===== src/hdl/cms_pkg.sv =====
// Package of constants and carrier types for the CAN mode/status block.
package cms_pkg;

   // ========================================================
   // Register offsets (byte addresses on the APB side)
   localparam logic [7:0] OFS_MODE_CTRL = 8'h00;
   localparam logic [7:0] OFS_COMM_STAT = 8'h04;
   localparam logic [7:0] OFS_TXCON0 = 8'h08;
   localparam logic [7:0] OFS_OPMODE = 8'h14;
   localparam logic [7:0] OFS_ERRCNT = 8'h18;
   localparam logic [7:0] OFS_TXDATA0 = 8'h1c;
   localparam int NUM_TXBUF = 3;

   // ========================================================
   // Field positions
   localparam int MDSEL_LSB = 6;
   localparam int FIFO_WATERMARK_SELECT_BIT = 5;
   localparam int OVF0_BIT = 7;
   localparam int OVF1_BIT = 6;
   localparam int TXDONE_BIT = 7;
   localparam int TX_ABORTED_STATUS_BIT = 6;
   localparam int TX_LOST_ARBITRATION_STATUS_BIT = 5;
   localparam int TX_BUS_ERROR_STATUS_BIT = 4;
   localparam int TX_REQUEST_BIT = 3;
   localparam int OPST_LSB = 8;
   localparam int REC_LSB = 16;

   // ========================================================
   // Reset values
   localparam logic [7:0] MODE_CTRL_RST = 8'h10;
   localparam logic [2:0] OPREQ_RST = 3'h4;

   // ========================================================
   // Operating-mode select and status codes
   localparam logic [1:0] MD_LEGACY = 2'h0;
   localparam logic [1:0] MD_ENH_LEGACY = 2'h1;
   localparam logic [1:0] MD_FIFO = 2'h2;
   localparam logic [2:0] OPC_NORMAL = 3'h0;
   localparam logic [2:0] OPC_SLEEP = 3'h1;
   localparam logic [2:0] OPC_LOOP = 3'h2;
   localparam logic [2:0] OPC_LISTEN = 3'h3;
   localparam logic [2:0] OPC_CONFIG = 3'h4;
   typedef enum logic [2:0] {
      OP_NORMAL, OP_SLEEP, OP_LOOP, OP_LISTEN, OP_CONFIG
   } cms_op_t;

   // ========================================================
   // Error counter thresholds and steps, FIFO watermark levels
   localparam logic [8:0] WARN_LIM = 9'h05f;
   localparam logic [8:0] PASSIVE_LIM = 9'h07f;
   localparam logic [8:0] BUSOFF_LIM = 9'h0ff;
   localparam logic [8:0] TEC_STEP = 9'h008;
   localparam logic [7:0] REC_MAX = 8'hff;
   localparam logic [7:0] REC_PASSIVE = 8'h7f;
   localparam logic [7:0] RECOV_RUNS = 8'h80;
   localparam logic [3:0] WM_LOW = 4'h1;
   localparam logic [3:0] WM_HIGH = 4'h4;
   localparam logic [3:0] SHORT_FIFO = 4'h4;

   // ========================================================
   // Window classes
   typedef enum logic [2:0] {
      WIN_NONE, WIN_FILTER, WIN_MASK, WIN_TXBUF, WIN_RXBUF, WIN_CFGBUF
   } cms_win_t;

   // ========================================================
   // Carrier types
   typedef struct packed {
      logic tx_ok;
      logic tx_err;
      logic rx_ok;
      logic rx_err;
      logic recessive_run;
   } cms_fault_ev_t;

   typedef struct packed {
      logic done;
      logic lost_arb;
      logic bus_err;
      logic withdrawn;
      logic [1:0] idx;
   } cms_tx_ev_t;

   typedef struct packed {
      logic valid;
      logic [1:0] idx;
   } cms_tx_sel_t;

   typedef struct packed {
      cms_win_t kind;
      logic [2:0] index;
   } cms_window_t;

endpackage : cms_pkg


===== src/hdl/cms_ctrl.sv =====
// CAN mode control, communication status and transmit buffer control.
//
// Our own choices: the register offsets and the APB slave port.
`timescale 1ns/100ps
`default_nettype none

// Behaviour
// - Mode select: 00 legacy, 01 enhanced, 10 FIFO
// - Mode select writable only in configuration mode
// - New mode select applies on leaving configuration
// - FIFO watermark: one or four free buffers
// - Short FIFO forces watermark bit set
// - Window field maps banked group; legacy reads zero
// - Window codes for filters and the single mask
// - Window codes for tx, rx, configurable buffers
// - Legacy bit 7: clearable rx buffer 0 overflow
// - FIFO mode bit 7: FIFO not empty
// - Bit 6: clearable overflow flag, per mode
// - Bus-off flag when tx count above 255
// - Error-passive flags above 127 each
// - Warning flags between 96 and 127
// - Combined warning is OR of both warnings
// - Enhanced modes: clearable transmit done flag
// - Setting request clears abort, arbitration, error
// - Request self-clears after successful send
// - Clearing pending request means abort request
// - Lost arbitration and bus error status bits
// - Pending buffer registers ignore writes
// - Two-bit priority orders pending buffers
// - Operating-mode status codes 100..000
// - Configuration entry waits for idle bus
// - 128 recessive runs clear tx error count
module cms_ctrl (
   // APB slave.
   input wire logic pclk,
   input wire logic presetn,
   input wire logic psel,
   input wire logic penable,
   input wire logic pwrite,
   input wire logic [7:0] paddr,
   input wire logic [31:0] pwdata,
   output logic [31:0] prdata,
   output logic pready,
   output logic pslverr,
   // Protocol engine side.
   input wire logic bus_idle,
   input wire cms_pkg::cms_fault_ev_t fault_ev,
   input wire cms_pkg::cms_tx_ev_t tx_ev,
   output cms_pkg::cms_tx_sel_t tx_sel,
   output logic [2:0] tx_abort_req,
   output logic [95:0] tx_payload,
   // Receive side.
   input wire logic rx_buf0_overflow,
   input wire logic rx_buf1_overflow,
   input wire logic [3:0] rx_fifo_len,
   input wire logic [3:0] rx_fifo_used,
   output logic fifo_watermark_irq,
   // Mode and window outputs.
   output logic [1:0] active_mode,
   output logic [2:0] operating_mode_status,
   output cms_pkg::cms_window_t window_map
);

   // ========================================================
   // Bus decode
   logic acc;
   logic wr;
   logic hit_mode;
   logic hit_stat;
   logic hit_op;
   logic hit_cnt;
   logic [2:0] hit_txcon;
   logic [2:0] hit_txdat;
   logic mapped;

   // A write lands in the access phase; the slave never stalls.
   assign acc = psel & penable;
   assign wr = acc & pwrite;
   assign pready = 1'b1;
   assign hit_mode = (paddr == cms_pkg::OFS_MODE_CTRL);
   assign hit_stat = (paddr == cms_pkg::OFS_COMM_STAT);
   assign hit_op = (paddr == cms_pkg::OFS_OPMODE);
   assign hit_cnt = (paddr == cms_pkg::OFS_ERRCNT);
   assign mapped = hit_mode | hit_stat | hit_op | hit_cnt
                   | (|hit_txcon) | (|hit_txdat);
   assign pslverr = acc & ~mapped;

   // ========================================================
   // Operating mode
   logic [2:0] op_req;
   cms_pkg::cms_op_t op_state;
   cms_pkg::cms_op_t next_op;
   logic [7:0] mode_ctrl;
   logic [1:0] pending_mdsel;
   logic in_config;

   assign in_config = (op_state == cms_pkg::OP_CONFIG);

   // Software request for the operating mode.
   always_ff @(posedge pclk or negedge presetn) begin
      if (!presetn) begin
         op_req <= cms_pkg::OPREQ_RST;
      end else if (wr && hit_op) begin
         op_req <= pwdata[2:0];
      end
   end

   // Configuration entry waits for an idle bus, codes 0 to 3 act at once, codes 5 to 7 hold.
   always_comb begin
      next_op = op_state;
      case (op_req)
         cms_pkg::OPC_CONFIG: begin
            if (bus_idle) begin
               next_op = cms_pkg::OP_CONFIG;
            end
         end
         cms_pkg::OPC_NORMAL: next_op = cms_pkg::OP_NORMAL;
         cms_pkg::OPC_SLEEP: next_op = cms_pkg::OP_SLEEP;
         cms_pkg::OPC_LOOP: next_op = cms_pkg::OP_LOOP;
         cms_pkg::OPC_LISTEN: next_op = cms_pkg::OP_LISTEN;
         default: next_op = op_state;
      endcase
   end

   // The state register starts in configuration mode.
   always_ff @(posedge pclk or negedge presetn) begin
      if (!presetn) begin
         op_state <= cms_pkg::OP_CONFIG;
      end else begin
         op_state <= next_op;
      end
   end

   // Status code of the current operating mode.
   always_comb begin
      case (op_state)
         cms_pkg::OP_NORMAL: operating_mode_status = cms_pkg::OPC_NORMAL;
         cms_pkg::OP_SLEEP: operating_mode_status = cms_pkg::OPC_SLEEP;
         cms_pkg::OP_LOOP: operating_mode_status = cms_pkg::OPC_LOOP;
         cms_pkg::OP_LISTEN: operating_mode_status = cms_pkg::OPC_LISTEN;
         default: operating_mode_status = cms_pkg::OPC_CONFIG;
      endcase
   end

   // ========================================================
   // Mode control register
   logic short_fifo;

   assign short_fifo = (rx_fifo_len <= cms_pkg::SHORT_FIFO);
   assign pending_mdsel = mode_ctrl[cms_pkg::MDSEL_LSB +: 2];

   // Mode select moves only in configuration.
   always_ff @(posedge pclk or negedge presetn) begin
      if (!presetn) begin
         mode_ctrl <= cms_pkg::MODE_CTRL_RST;
      end else begin
         if (wr && hit_mode) begin
            mode_ctrl[5:0] <= pwdata[5:0];
            if (in_config) begin
               mode_ctrl[7:6] <= pwdata[7:6];
            end
         end
         if (short_fifo) begin
            mode_ctrl[cms_pkg::FIFO_WATERMARK_SELECT_BIT] <= 1'b1;
         end
      end
   end

   // The selection takes effect as configuration mode is left.
   always_ff @(posedge pclk or negedge presetn) begin
      if (!presetn) begin
         active_mode <= cms_pkg::MD_LEGACY;
      end else if (in_config && next_op != cms_pkg::OP_CONFIG) begin
         active_mode <= pending_mdsel;
      end
   end

   logic enhanced;
   logic fifo_mode;
   logic [4:0] win_sel;
   logic [3:0] free_bufs;

   // Code 11 is reserved and behaves as legacy.
   assign enhanced = (active_mode == cms_pkg::MD_ENH_LEGACY) | fifo_mode;
   assign fifo_mode = (active_mode == cms_pkg::MD_FIFO);
   assign win_sel = enhanced ? mode_ctrl[4:0] : 5'h0_0;
   assign free_bufs = rx_fifo_len - rx_fifo_used;

   // Watermark interrupt level, FIFO mode only.
   assign fifo_watermark_irq = fifo_mode & (mode_ctrl[cms_pkg::FIFO_WATERMARK_SELECT_BIT]
      ? (free_bufs <= cms_pkg::WM_LOW)
      : (free_bufs <= cms_pkg::WM_HIGH));

   // Decode of the window code into the mapped register group.
   always_comb begin
      window_map.index = 3'h0;
      window_map.kind = cms_pkg::WIN_NONE;
      if (enhanced) begin
         case (win_sel)
            5'h00, 5'h01, 5'h06, 5'h07, 5'h08, 5'h09: begin
               window_map.kind = cms_pkg::WIN_FILTER;
               window_map.index = (win_sel < 5'h02) ? win_sel[2:0]
                                  : 3'(win_sel[2:0] - 3'h4);
            end
            5'h02: window_map.kind = cms_pkg::WIN_MASK;
            5'h03, 5'h04, 5'h05: begin
               window_map.kind = cms_pkg::WIN_TXBUF;
               window_map.index = 3'(win_sel[2:0] - 3'h3);
            end
            5'h10, 5'h11: begin
               window_map.kind = cms_pkg::WIN_RXBUF;
               window_map.index = win_sel[2:0];
            end
            5'h12, 5'h13, 5'h14, 5'h15, 5'h16, 5'h17: begin
               window_map.kind = cms_pkg::WIN_CFGBUF;
               window_map.index = 3'(win_sel[2:0] - 3'h2);
            end
            default: window_map.kind = cms_pkg::WIN_NONE;
         endcase
      end
   end

   // ========================================================
   // Error counters
   logic [8:0] tec;
   logic [7:0] rec;
   logic [7:0] recov_cnt;
   logic busoff;

   assign busoff = (tec > cms_pkg::BUSOFF_LIM);

   // Transmit counter: +8 per error, -1 per success, cleared on recovery.
   always_ff @(posedge pclk or negedge presetn) begin
      if (!presetn) begin
         tec <= 9'h000;
         recov_cnt <= 8'h00;
      end else if (busoff) begin
         if (fault_ev.recessive_run) begin
            if (recov_cnt == 8'(cms_pkg::RECOV_RUNS - 8'h01)) begin
               tec <= 9'h000;
               recov_cnt <= 8'h00;
            end else begin
               recov_cnt <= recov_cnt + 8'h01;
            end
         end
      end else if (fault_ev.tx_err) begin
         tec <= tec + cms_pkg::TEC_STEP;
      end else if (fault_ev.tx_ok && tec != 9'h000) begin
         tec <= tec - 9'h001;
      end
   end

   // Receive counter: +1 per error up to 255, -1 per success; success above 127 drops to 127.
   always_ff @(posedge pclk or negedge presetn) begin
      if (!presetn) begin
         rec <= 8'h00;
      end else if (fault_ev.rx_err && rec != cms_pkg::REC_MAX) begin
         rec <= rec + 8'h01;
      end else if (fault_ev.rx_ok && !fault_ev.rx_err) begin
         if (rec > cms_pkg::REC_PASSIVE) begin
            rec <= cms_pkg::REC_PASSIVE;
         end else if (rec != 8'h00) begin
            rec <= rec - 8'h01;
         end
      end
   end

   // ========================================================
   // Communication status
   logic [8:0] rec_w;
   logic tx_passive;
   logic rx_passive;
   logic tx_warn;
   logic rx_warn;
   logic ovf_hi;
   logic ovf_lo;
   logic [7:0] comm_stat;

   assign rec_w = {1'b0, rec};
   assign tx_passive = (tec > cms_pkg::PASSIVE_LIM);
   assign rx_passive = (rec_w > cms_pkg::PASSIVE_LIM);
   assign tx_warn = (tec > cms_pkg::WARN_LIM) & ~tx_passive;
   assign rx_warn = (rec_w > cms_pkg::WARN_LIM) & ~rx_passive;

   // Overflow flags; writing zero clears, a new overflow wins.
   always_ff @(posedge pclk or negedge presetn) begin
      if (!presetn) begin
         ovf_hi <= 1'b0;
         ovf_lo <= 1'b0;
      end else begin
         if (!enhanced && rx_buf0_overflow) begin
            ovf_hi <= 1'b1;
         end else if (wr && hit_stat && !pwdata[cms_pkg::OVF0_BIT]) begin
            ovf_hi <= 1'b0;
         end
         if (enhanced ? (rx_buf0_overflow | rx_buf1_overflow)
                      : rx_buf1_overflow) begin
            ovf_lo <= 1'b1;
         end else if (wr && hit_stat && !pwdata[cms_pkg::OVF1_BIT]) begin
            ovf_lo <= 1'b0;
         end
      end
   end

   // Bit 7 depends on the active mode.
   always_comb begin
      comm_stat = {1'b0, ovf_lo, busoff, tx_passive, rx_passive,
                   tx_warn, rx_warn, tx_warn | rx_warn};
      if (fifo_mode) begin
         comm_stat[7] = (rx_fifo_used != 4'h0);
      end else if (!enhanced) begin
         comm_stat[7] = ovf_hi;
      end
   end

   // ========================================================
   // Transmit buffers
   logic [2:0] req;
   logic [7:0] txcon [3];
   logic [31:0] txdat [3];

   genvar n;
   generate
      for (n = 0; n < cms_pkg::NUM_TXBUF; n++) begin : g_buf
         logic ev;
         logic wcon;
         logic abt;
         logic larb;
         logic err;
         logic done;
         logic abort_pend;
         logic [1:0] pri;
         logic start;

         assign hit_txcon[n] = (paddr == 8'(cms_pkg::OFS_TXCON0 + 4 * n));
         assign hit_txdat[n] = (paddr == 8'(cms_pkg::OFS_TXDATA0 + 4 * n));
         assign ev = (tx_ev.idx == 2'(n));
         assign wcon = wr & hit_txcon[n];
         assign start = wcon & pwdata[cms_pkg::TX_REQUEST_BIT] & ~req[n];

         // Request bit: set by software, cleared by success or withdrawal.
         always_ff @(posedge pclk or negedge presetn) begin
            if (!presetn) begin
               req[n] <= 1'b0;
            end else if (ev && (tx_ev.done || tx_ev.withdrawn)) begin
               req[n] <= 1'b0;
            end else if (start) begin
               req[n] <= 1'b1;
            end
         end

         // Clearing a pending request asks the engine to withdraw it.
         always_ff @(posedge pclk or negedge presetn) begin
            if (!presetn) begin
               abort_pend <= 1'b0;
            end else if (!req[n]) begin
               abort_pend <= 1'b0;
            end else if (wcon && !pwdata[cms_pkg::TX_REQUEST_BIT]) begin
               abort_pend <= 1'b1;
            end
         end

         // Status bits: events set them, a new request clears them.
         always_ff @(posedge pclk or negedge presetn) begin
            if (!presetn) begin
               abt <= 1'b0;
               larb <= 1'b0;
               err <= 1'b0;
            end else begin
               abt <= (ev & tx_ev.withdrawn) | (abt & ~start);
               larb <= (ev & tx_ev.lost_arb) | (larb & ~start);
               err <= (ev & tx_ev.bus_err) | (err & ~start);
            end
         end

         // Done flag in enhanced modes; writing zero clears it.
         always_ff @(posedge pclk or negedge presetn) begin
            if (!presetn) begin
               done <= 1'b0;
            end else if (ev && tx_ev.done && enhanced) begin
               done <= 1'b1;
            end else if (wcon && !pwdata[cms_pkg::TXDONE_BIT]) begin
               done <= 1'b0;
            end
         end

         // Priority and payload are frozen while a request is pending.
         always_ff @(posedge pclk or negedge presetn) begin
            if (!presetn) begin
               pri <= 2'h0;
               txdat[n] <= 32'h0000_0000;
            end else if (!req[n]) begin
               if (wcon) begin
                  pri <= pwdata[1:0];
               end
               if (wr && hit_txdat[n]) begin
                  txdat[n] <= pwdata;
               end
            end
         end

         assign txcon[n] = {done & enhanced, abt, larb, err, req[n], 1'b0, pri};
         assign tx_abort_req[n] = abort_pend;
         assign tx_payload[32 * n +: 32] = txdat[n];
      end
   endgenerate

   // Highest priority pending buffer; the higher index wins a tie.
   always_comb begin
      tx_sel = '0;
      for (int i = 0; i < cms_pkg::NUM_TXBUF; i++) begin
         if (req[i] && !tx_abort_req[i] && (!tx_sel.valid
             || txcon[i][1:0] >= txcon[tx_sel.idx][1:0])) begin
            tx_sel.valid = 1'b1;
            tx_sel.idx = 2'(i);
         end
      end
   end

   // ========================================================
   // Read data, captured in the setup phase
   logic [31:0] next_rdata;

   // Unmapped addresses read as zero.
   always_comb begin
      next_rdata = 32'h0000_0000;
      if (hit_mode) begin
         next_rdata[7:0] = {mode_ctrl[7:5], win_sel};
      end
      if (hit_stat) begin
         next_rdata[7:0] = comm_stat;
      end
      if (hit_op) begin
         next_rdata[2:0] = op_req;
         next_rdata[cms_pkg::OPST_LSB +: 3] = operating_mode_status;
      end
      if (hit_cnt) begin
         next_rdata[8:0] = tec;
         next_rdata[cms_pkg::REC_LSB +: 8] = rec;
      end
      for (int i = 0; i < cms_pkg::NUM_TXBUF; i++) begin
         if (hit_txcon[i]) begin
            next_rdata[7:0] = txcon[i];
         end
         if (hit_txdat[i]) begin
            next_rdata = txdat[i];
         end
      end
   end

   // Read data register, loaded on the setup cycle of every transfer.
   always_ff @(posedge pclk or negedge presetn) begin
      if (!presetn) begin
         prdata <= 32'h0000_0000;
      end else if (psel && !penable) begin
         prdata <= next_rdata;
      end
   end

endmodule : cms_ctrl

`default_nettype wire


===== config.mk =====
export PLATFORM = sky130hd
export DESIGN_NAME = cms_ctrl
export DESIGN_NICKNAME = d
export VERILOG_FILES = /design/src/hdl/cms_pkg.sv /design/src/hdl/cms_ctrl.sv
export SDC_FILE = /design/constraint.sdc
export NUM_CORES = 1
export LEC_CHECK = 0
export ABC_CLOCK_PERIOD_IN_PS = 5200
export BUFFER_PORTS_ARGS = -buffer_cell sky130_fd_sc_hd__buf_2
export CORE_MARGIN = 2
export CORE_UTILIZATION = 39
export DETAILED_ROUTE_END_ITERATION = 6
export GPL_TIMING_DRIVEN = 0
export SYNTH_ARGS = -nofsm -noshare
export SYNTH_HDL_FRONTEND = slang
export SYNTH_SLANG_ARGS = --single-unit

===== constraint.sdc =====
create_clock -name pclk -period 5.2 [get_ports pclk]
set_input_delay 0.78 -clock pclk [delete_from_list [all_inputs] [get_ports pclk]]
set_output_delay 0.78 -clock pclk [all_outputs]
set_load 0.005 [all_outputs]

==> results.txt <==
largest family of logic cells by synthesized area = compound AO/OA/AOI/OAI gates
post-synthesis xor/xnor area fraction = 1.025%
WP data required = 4.42 ns
CTS tree = built
Synth Area in Compound Gates = 16.03%
Post-Synth Adder-Cell Area = 2.878%
register area = 4883 um2
Max Cap Violations = 0
Layout area overhead = 20.70%
Synthesis Warnings = 0
Max Clock Skew = 0.01003 ns
Initial Utilization = 39.59%
period utilisation layout = 85.44%
crit-path max cell delay = 0.65 ns
share of layout cells above drive strength 1 = 33.47%
cts-stage hold buffer count = 0
vias = 8953
Worst Setup Start Kind = flop
Leak Pwr = 5.971 nW
sequential-to-total area share from yosys stat = 47.60%
top post-synthesis cells by area = dfrtp_1 47%, mux2_2 12%, ha_1 2.7%
Routed Antenna Nets = 0
post-CTS setup buffer count = 0
GP Congestion = 0.9152
Gates resized, CTS repair = 0
area occupied by multi-input gates = 4927 um2
Crit Path Class = reg -> out
distinct cell type count after synthesis = 81
crit path DAT = 3.66 ns
mux cell area share after synthesis = 13.36%
largest net degree at the start of global routing = 112
overall die width = 166.2 um
CP endpoint kind = output pin
Final setup viols = 0
Main synth FF type = dfrtp_1
gr usage total = 24.39%
CTS clk-pin slew, worst paths = 0.08 ns
Overflow after GRT = 0
Hold WC Path Type = in -> async
Power, Total = 3.806 mW
worst vdd ir = 0.0001756 V
fin nets = 1284
CP max FO = 10
final hold slack = 0.3490 ns
ys async rst share = 100.0%
core footprint = 25910 um2
Syn Inst Count = 965
Mean Syn Cell Area = 10.63 um2
DR WL/cell = 22.12 um
Max Transition Viols Final = 0
Port Buf Inserts = 209
number of flops mapped to enable cells by yosys = 0
Num CTS Buffers = 17
final instance area = 12380 um2
normalized max-slew margin = 41.08%
Yosys top cell by area = dfrtp_1
P per Cell Area = 307.4 nW/um2
simple-gate area share of the yosys netlist = 14.71%
Period minus WS final = 4.443 ns
vias per std cell = 5.802
Root Buffer = clkbuf_16
Worst path most repeated cell = ha_1
CP cell instances = ha_1, clkbuf_1, nor2b_1, inv_1, ha_1, nor2_1, o41ai_1, o21ai_0, a22oi_1, buf_2
Buf/Inv on CP = 3
initial antenna violation count = 1
f_max = 0.2251 GHz
Synth top area share = 46.83%
Critical Path Slowest Stage Cell = o41ai_1
Syn Nets = 1055
vias in the first global route = 8622
die height = 166.2 um
IO Pins = 215
First DRT Iteration DRCs = 912
Seq cells post-synth = 195
H-Tree Depth = 4
DP Area = 11760 um2
# fillers = 2468
drt pass-1 iters = 6
# DRC = 0
Detail Placement HPWL = 25.00 mm
Clock Path Buffers = 2
endpoints failing hold = 0
RSZ-0062 raised after global routing = no
Routed Wire Length = 34.14 mm
Post-Syn Area = 10260 um2
worst slew pin tran = 0.8716 ns
cell family with most CP delay = compound AO/OA/AOI/OAI gates
outcome = complete, no violations
Num Clock Sinks = 195
Die ar. = 27620 um2
Worst R2R Setup Slack = 2.58 ns
Rows = 59
worst skew pair latency = 0.44 ns
global-route wire length before repair = 52.16 mm
cells in the final DEF, fill, tap and decap left out, types with 10 or more instances in the layout:
cell type / instances
nand4_1: 10
ha_1: 22
a221oi_1: 13
nand2_1: 72
inv_1: 35
nor3_1: 25
o31ai_1: 13
a21oi_1: 34
a31oi_1: 19
o22ai_1: 15
mux2_2: 105
nor2_1: 53
dfrtp_1: 192
buf_4: 12
clkbuf_1: 38
a22oi_1: 21
nand3_1: 19
buf_2: 221
nand2b_1: 12
nor2b_1: 17
clkbuf_16: 17
o21ai_0: 42
flip-flops by register name, summed over array words and instances, names as in the netlist:
signal            flops
rec                   8
g_buf.abort_pend      3
ovf_hi                1
prdata               32
recov_cnt             8
tec                   9
req                   3
g_buf.done            3
mode_ctrl             8
ovf_lo                1
op_state              3
g_buf.pri             6
g_buf.larb            3
g_buf.err             3
g_buf.abt             3
op_req                3
active_mode           2
tx_payload           96
power by group:
group	total (mW)	switching [mW]	internal, mW
sequential	1.72	0.104	1.61
clock	1.41	0.670	0.736
combinational	0.682	0.431	0.252
total	3.81	1.20	2.60
path summary, 6_finish.rpt:
kind	cells past startpoint	to	startpoint
worst min register to register	2	prdata[23]	prdata[23]
min in group pclk	2	prdata[23]	prdata[23]
max in group asynchronous	2	tx_payload[65]	presetn
worst max-delay path	10	window_map[1]	active_mode[1]
worst max register to register	8	prdata[3]	active_mode[0]
worst min-delay path	1	tx_payload[4]	presetn
area by class of cell:
type                            count  share of cell area (%)
Antenna cell                        1                 0.02021
Multi-Input combinational cell    669                   39.79
Inverter                           36                   1.091
Buffer                             65                   2.526
Sequential cell                   195                   39.44
Tap cell                          335                   3.385
Clock inverter                     15                   1.556
Clock buffer                       17                   3.436
Timing Repair Buffer              210                   8.751
cells by family (layout without fill, tap and decap cells):
kind of cell / Yosys count / after routing
and+or+nand+nor: 276 / 276
AOI/OAI and AO/OA: 235 / 235
DFF: 195 / 195
muxes: 122 / 122
buffers and inverters: 101 / 343
adders and majority gates: 23 / 23
xor gates and xnor gates: 12 / 12
other: 1 / 2
cell usage after synthesis (all sizes together) (21+ instances only):
cell type	number
o21ai	42
a21oi	34
nand2	74
nor2	56
inv	35
mux2	113
dfrtp	192
nor3	29
clkbuf	38
ha	22
buf	27
a22oi	21
routing by layer:
layer / share of wire [%] / track usage, %
met1: 44 / 33.65
met4: 2.9 / 8.166
met2: 47 / 38.52
met5: 0 / 0
met3: 6.9 / 4.886
worst reg2reg max path: cells and delay by family, from the launching register on:
family,cells,cell delay [ns]
adder cells (fa/ha/maj),1,0.30
flip-flops,1,0.35
AND/OR/NAND/NOR,1,0.54
AO/OA/AOI/OAI,4,1.03
buffers and inverters,2,0.30
metrics by stage:
step                std cells  utilization, %  TNS, ns  worst slack (ns)
floorplan                 965               -        0             2.062
global placement         1509           45.25   -8.771          -0.06984
detailed placement       1510           45.39        0             1.306
CTS                      1542           47.78        0            0.8252
global route             1542           47.78        0            0.4409
finish                   1543           47.79        0            0.7572
(Power assumes the default switching activity.)
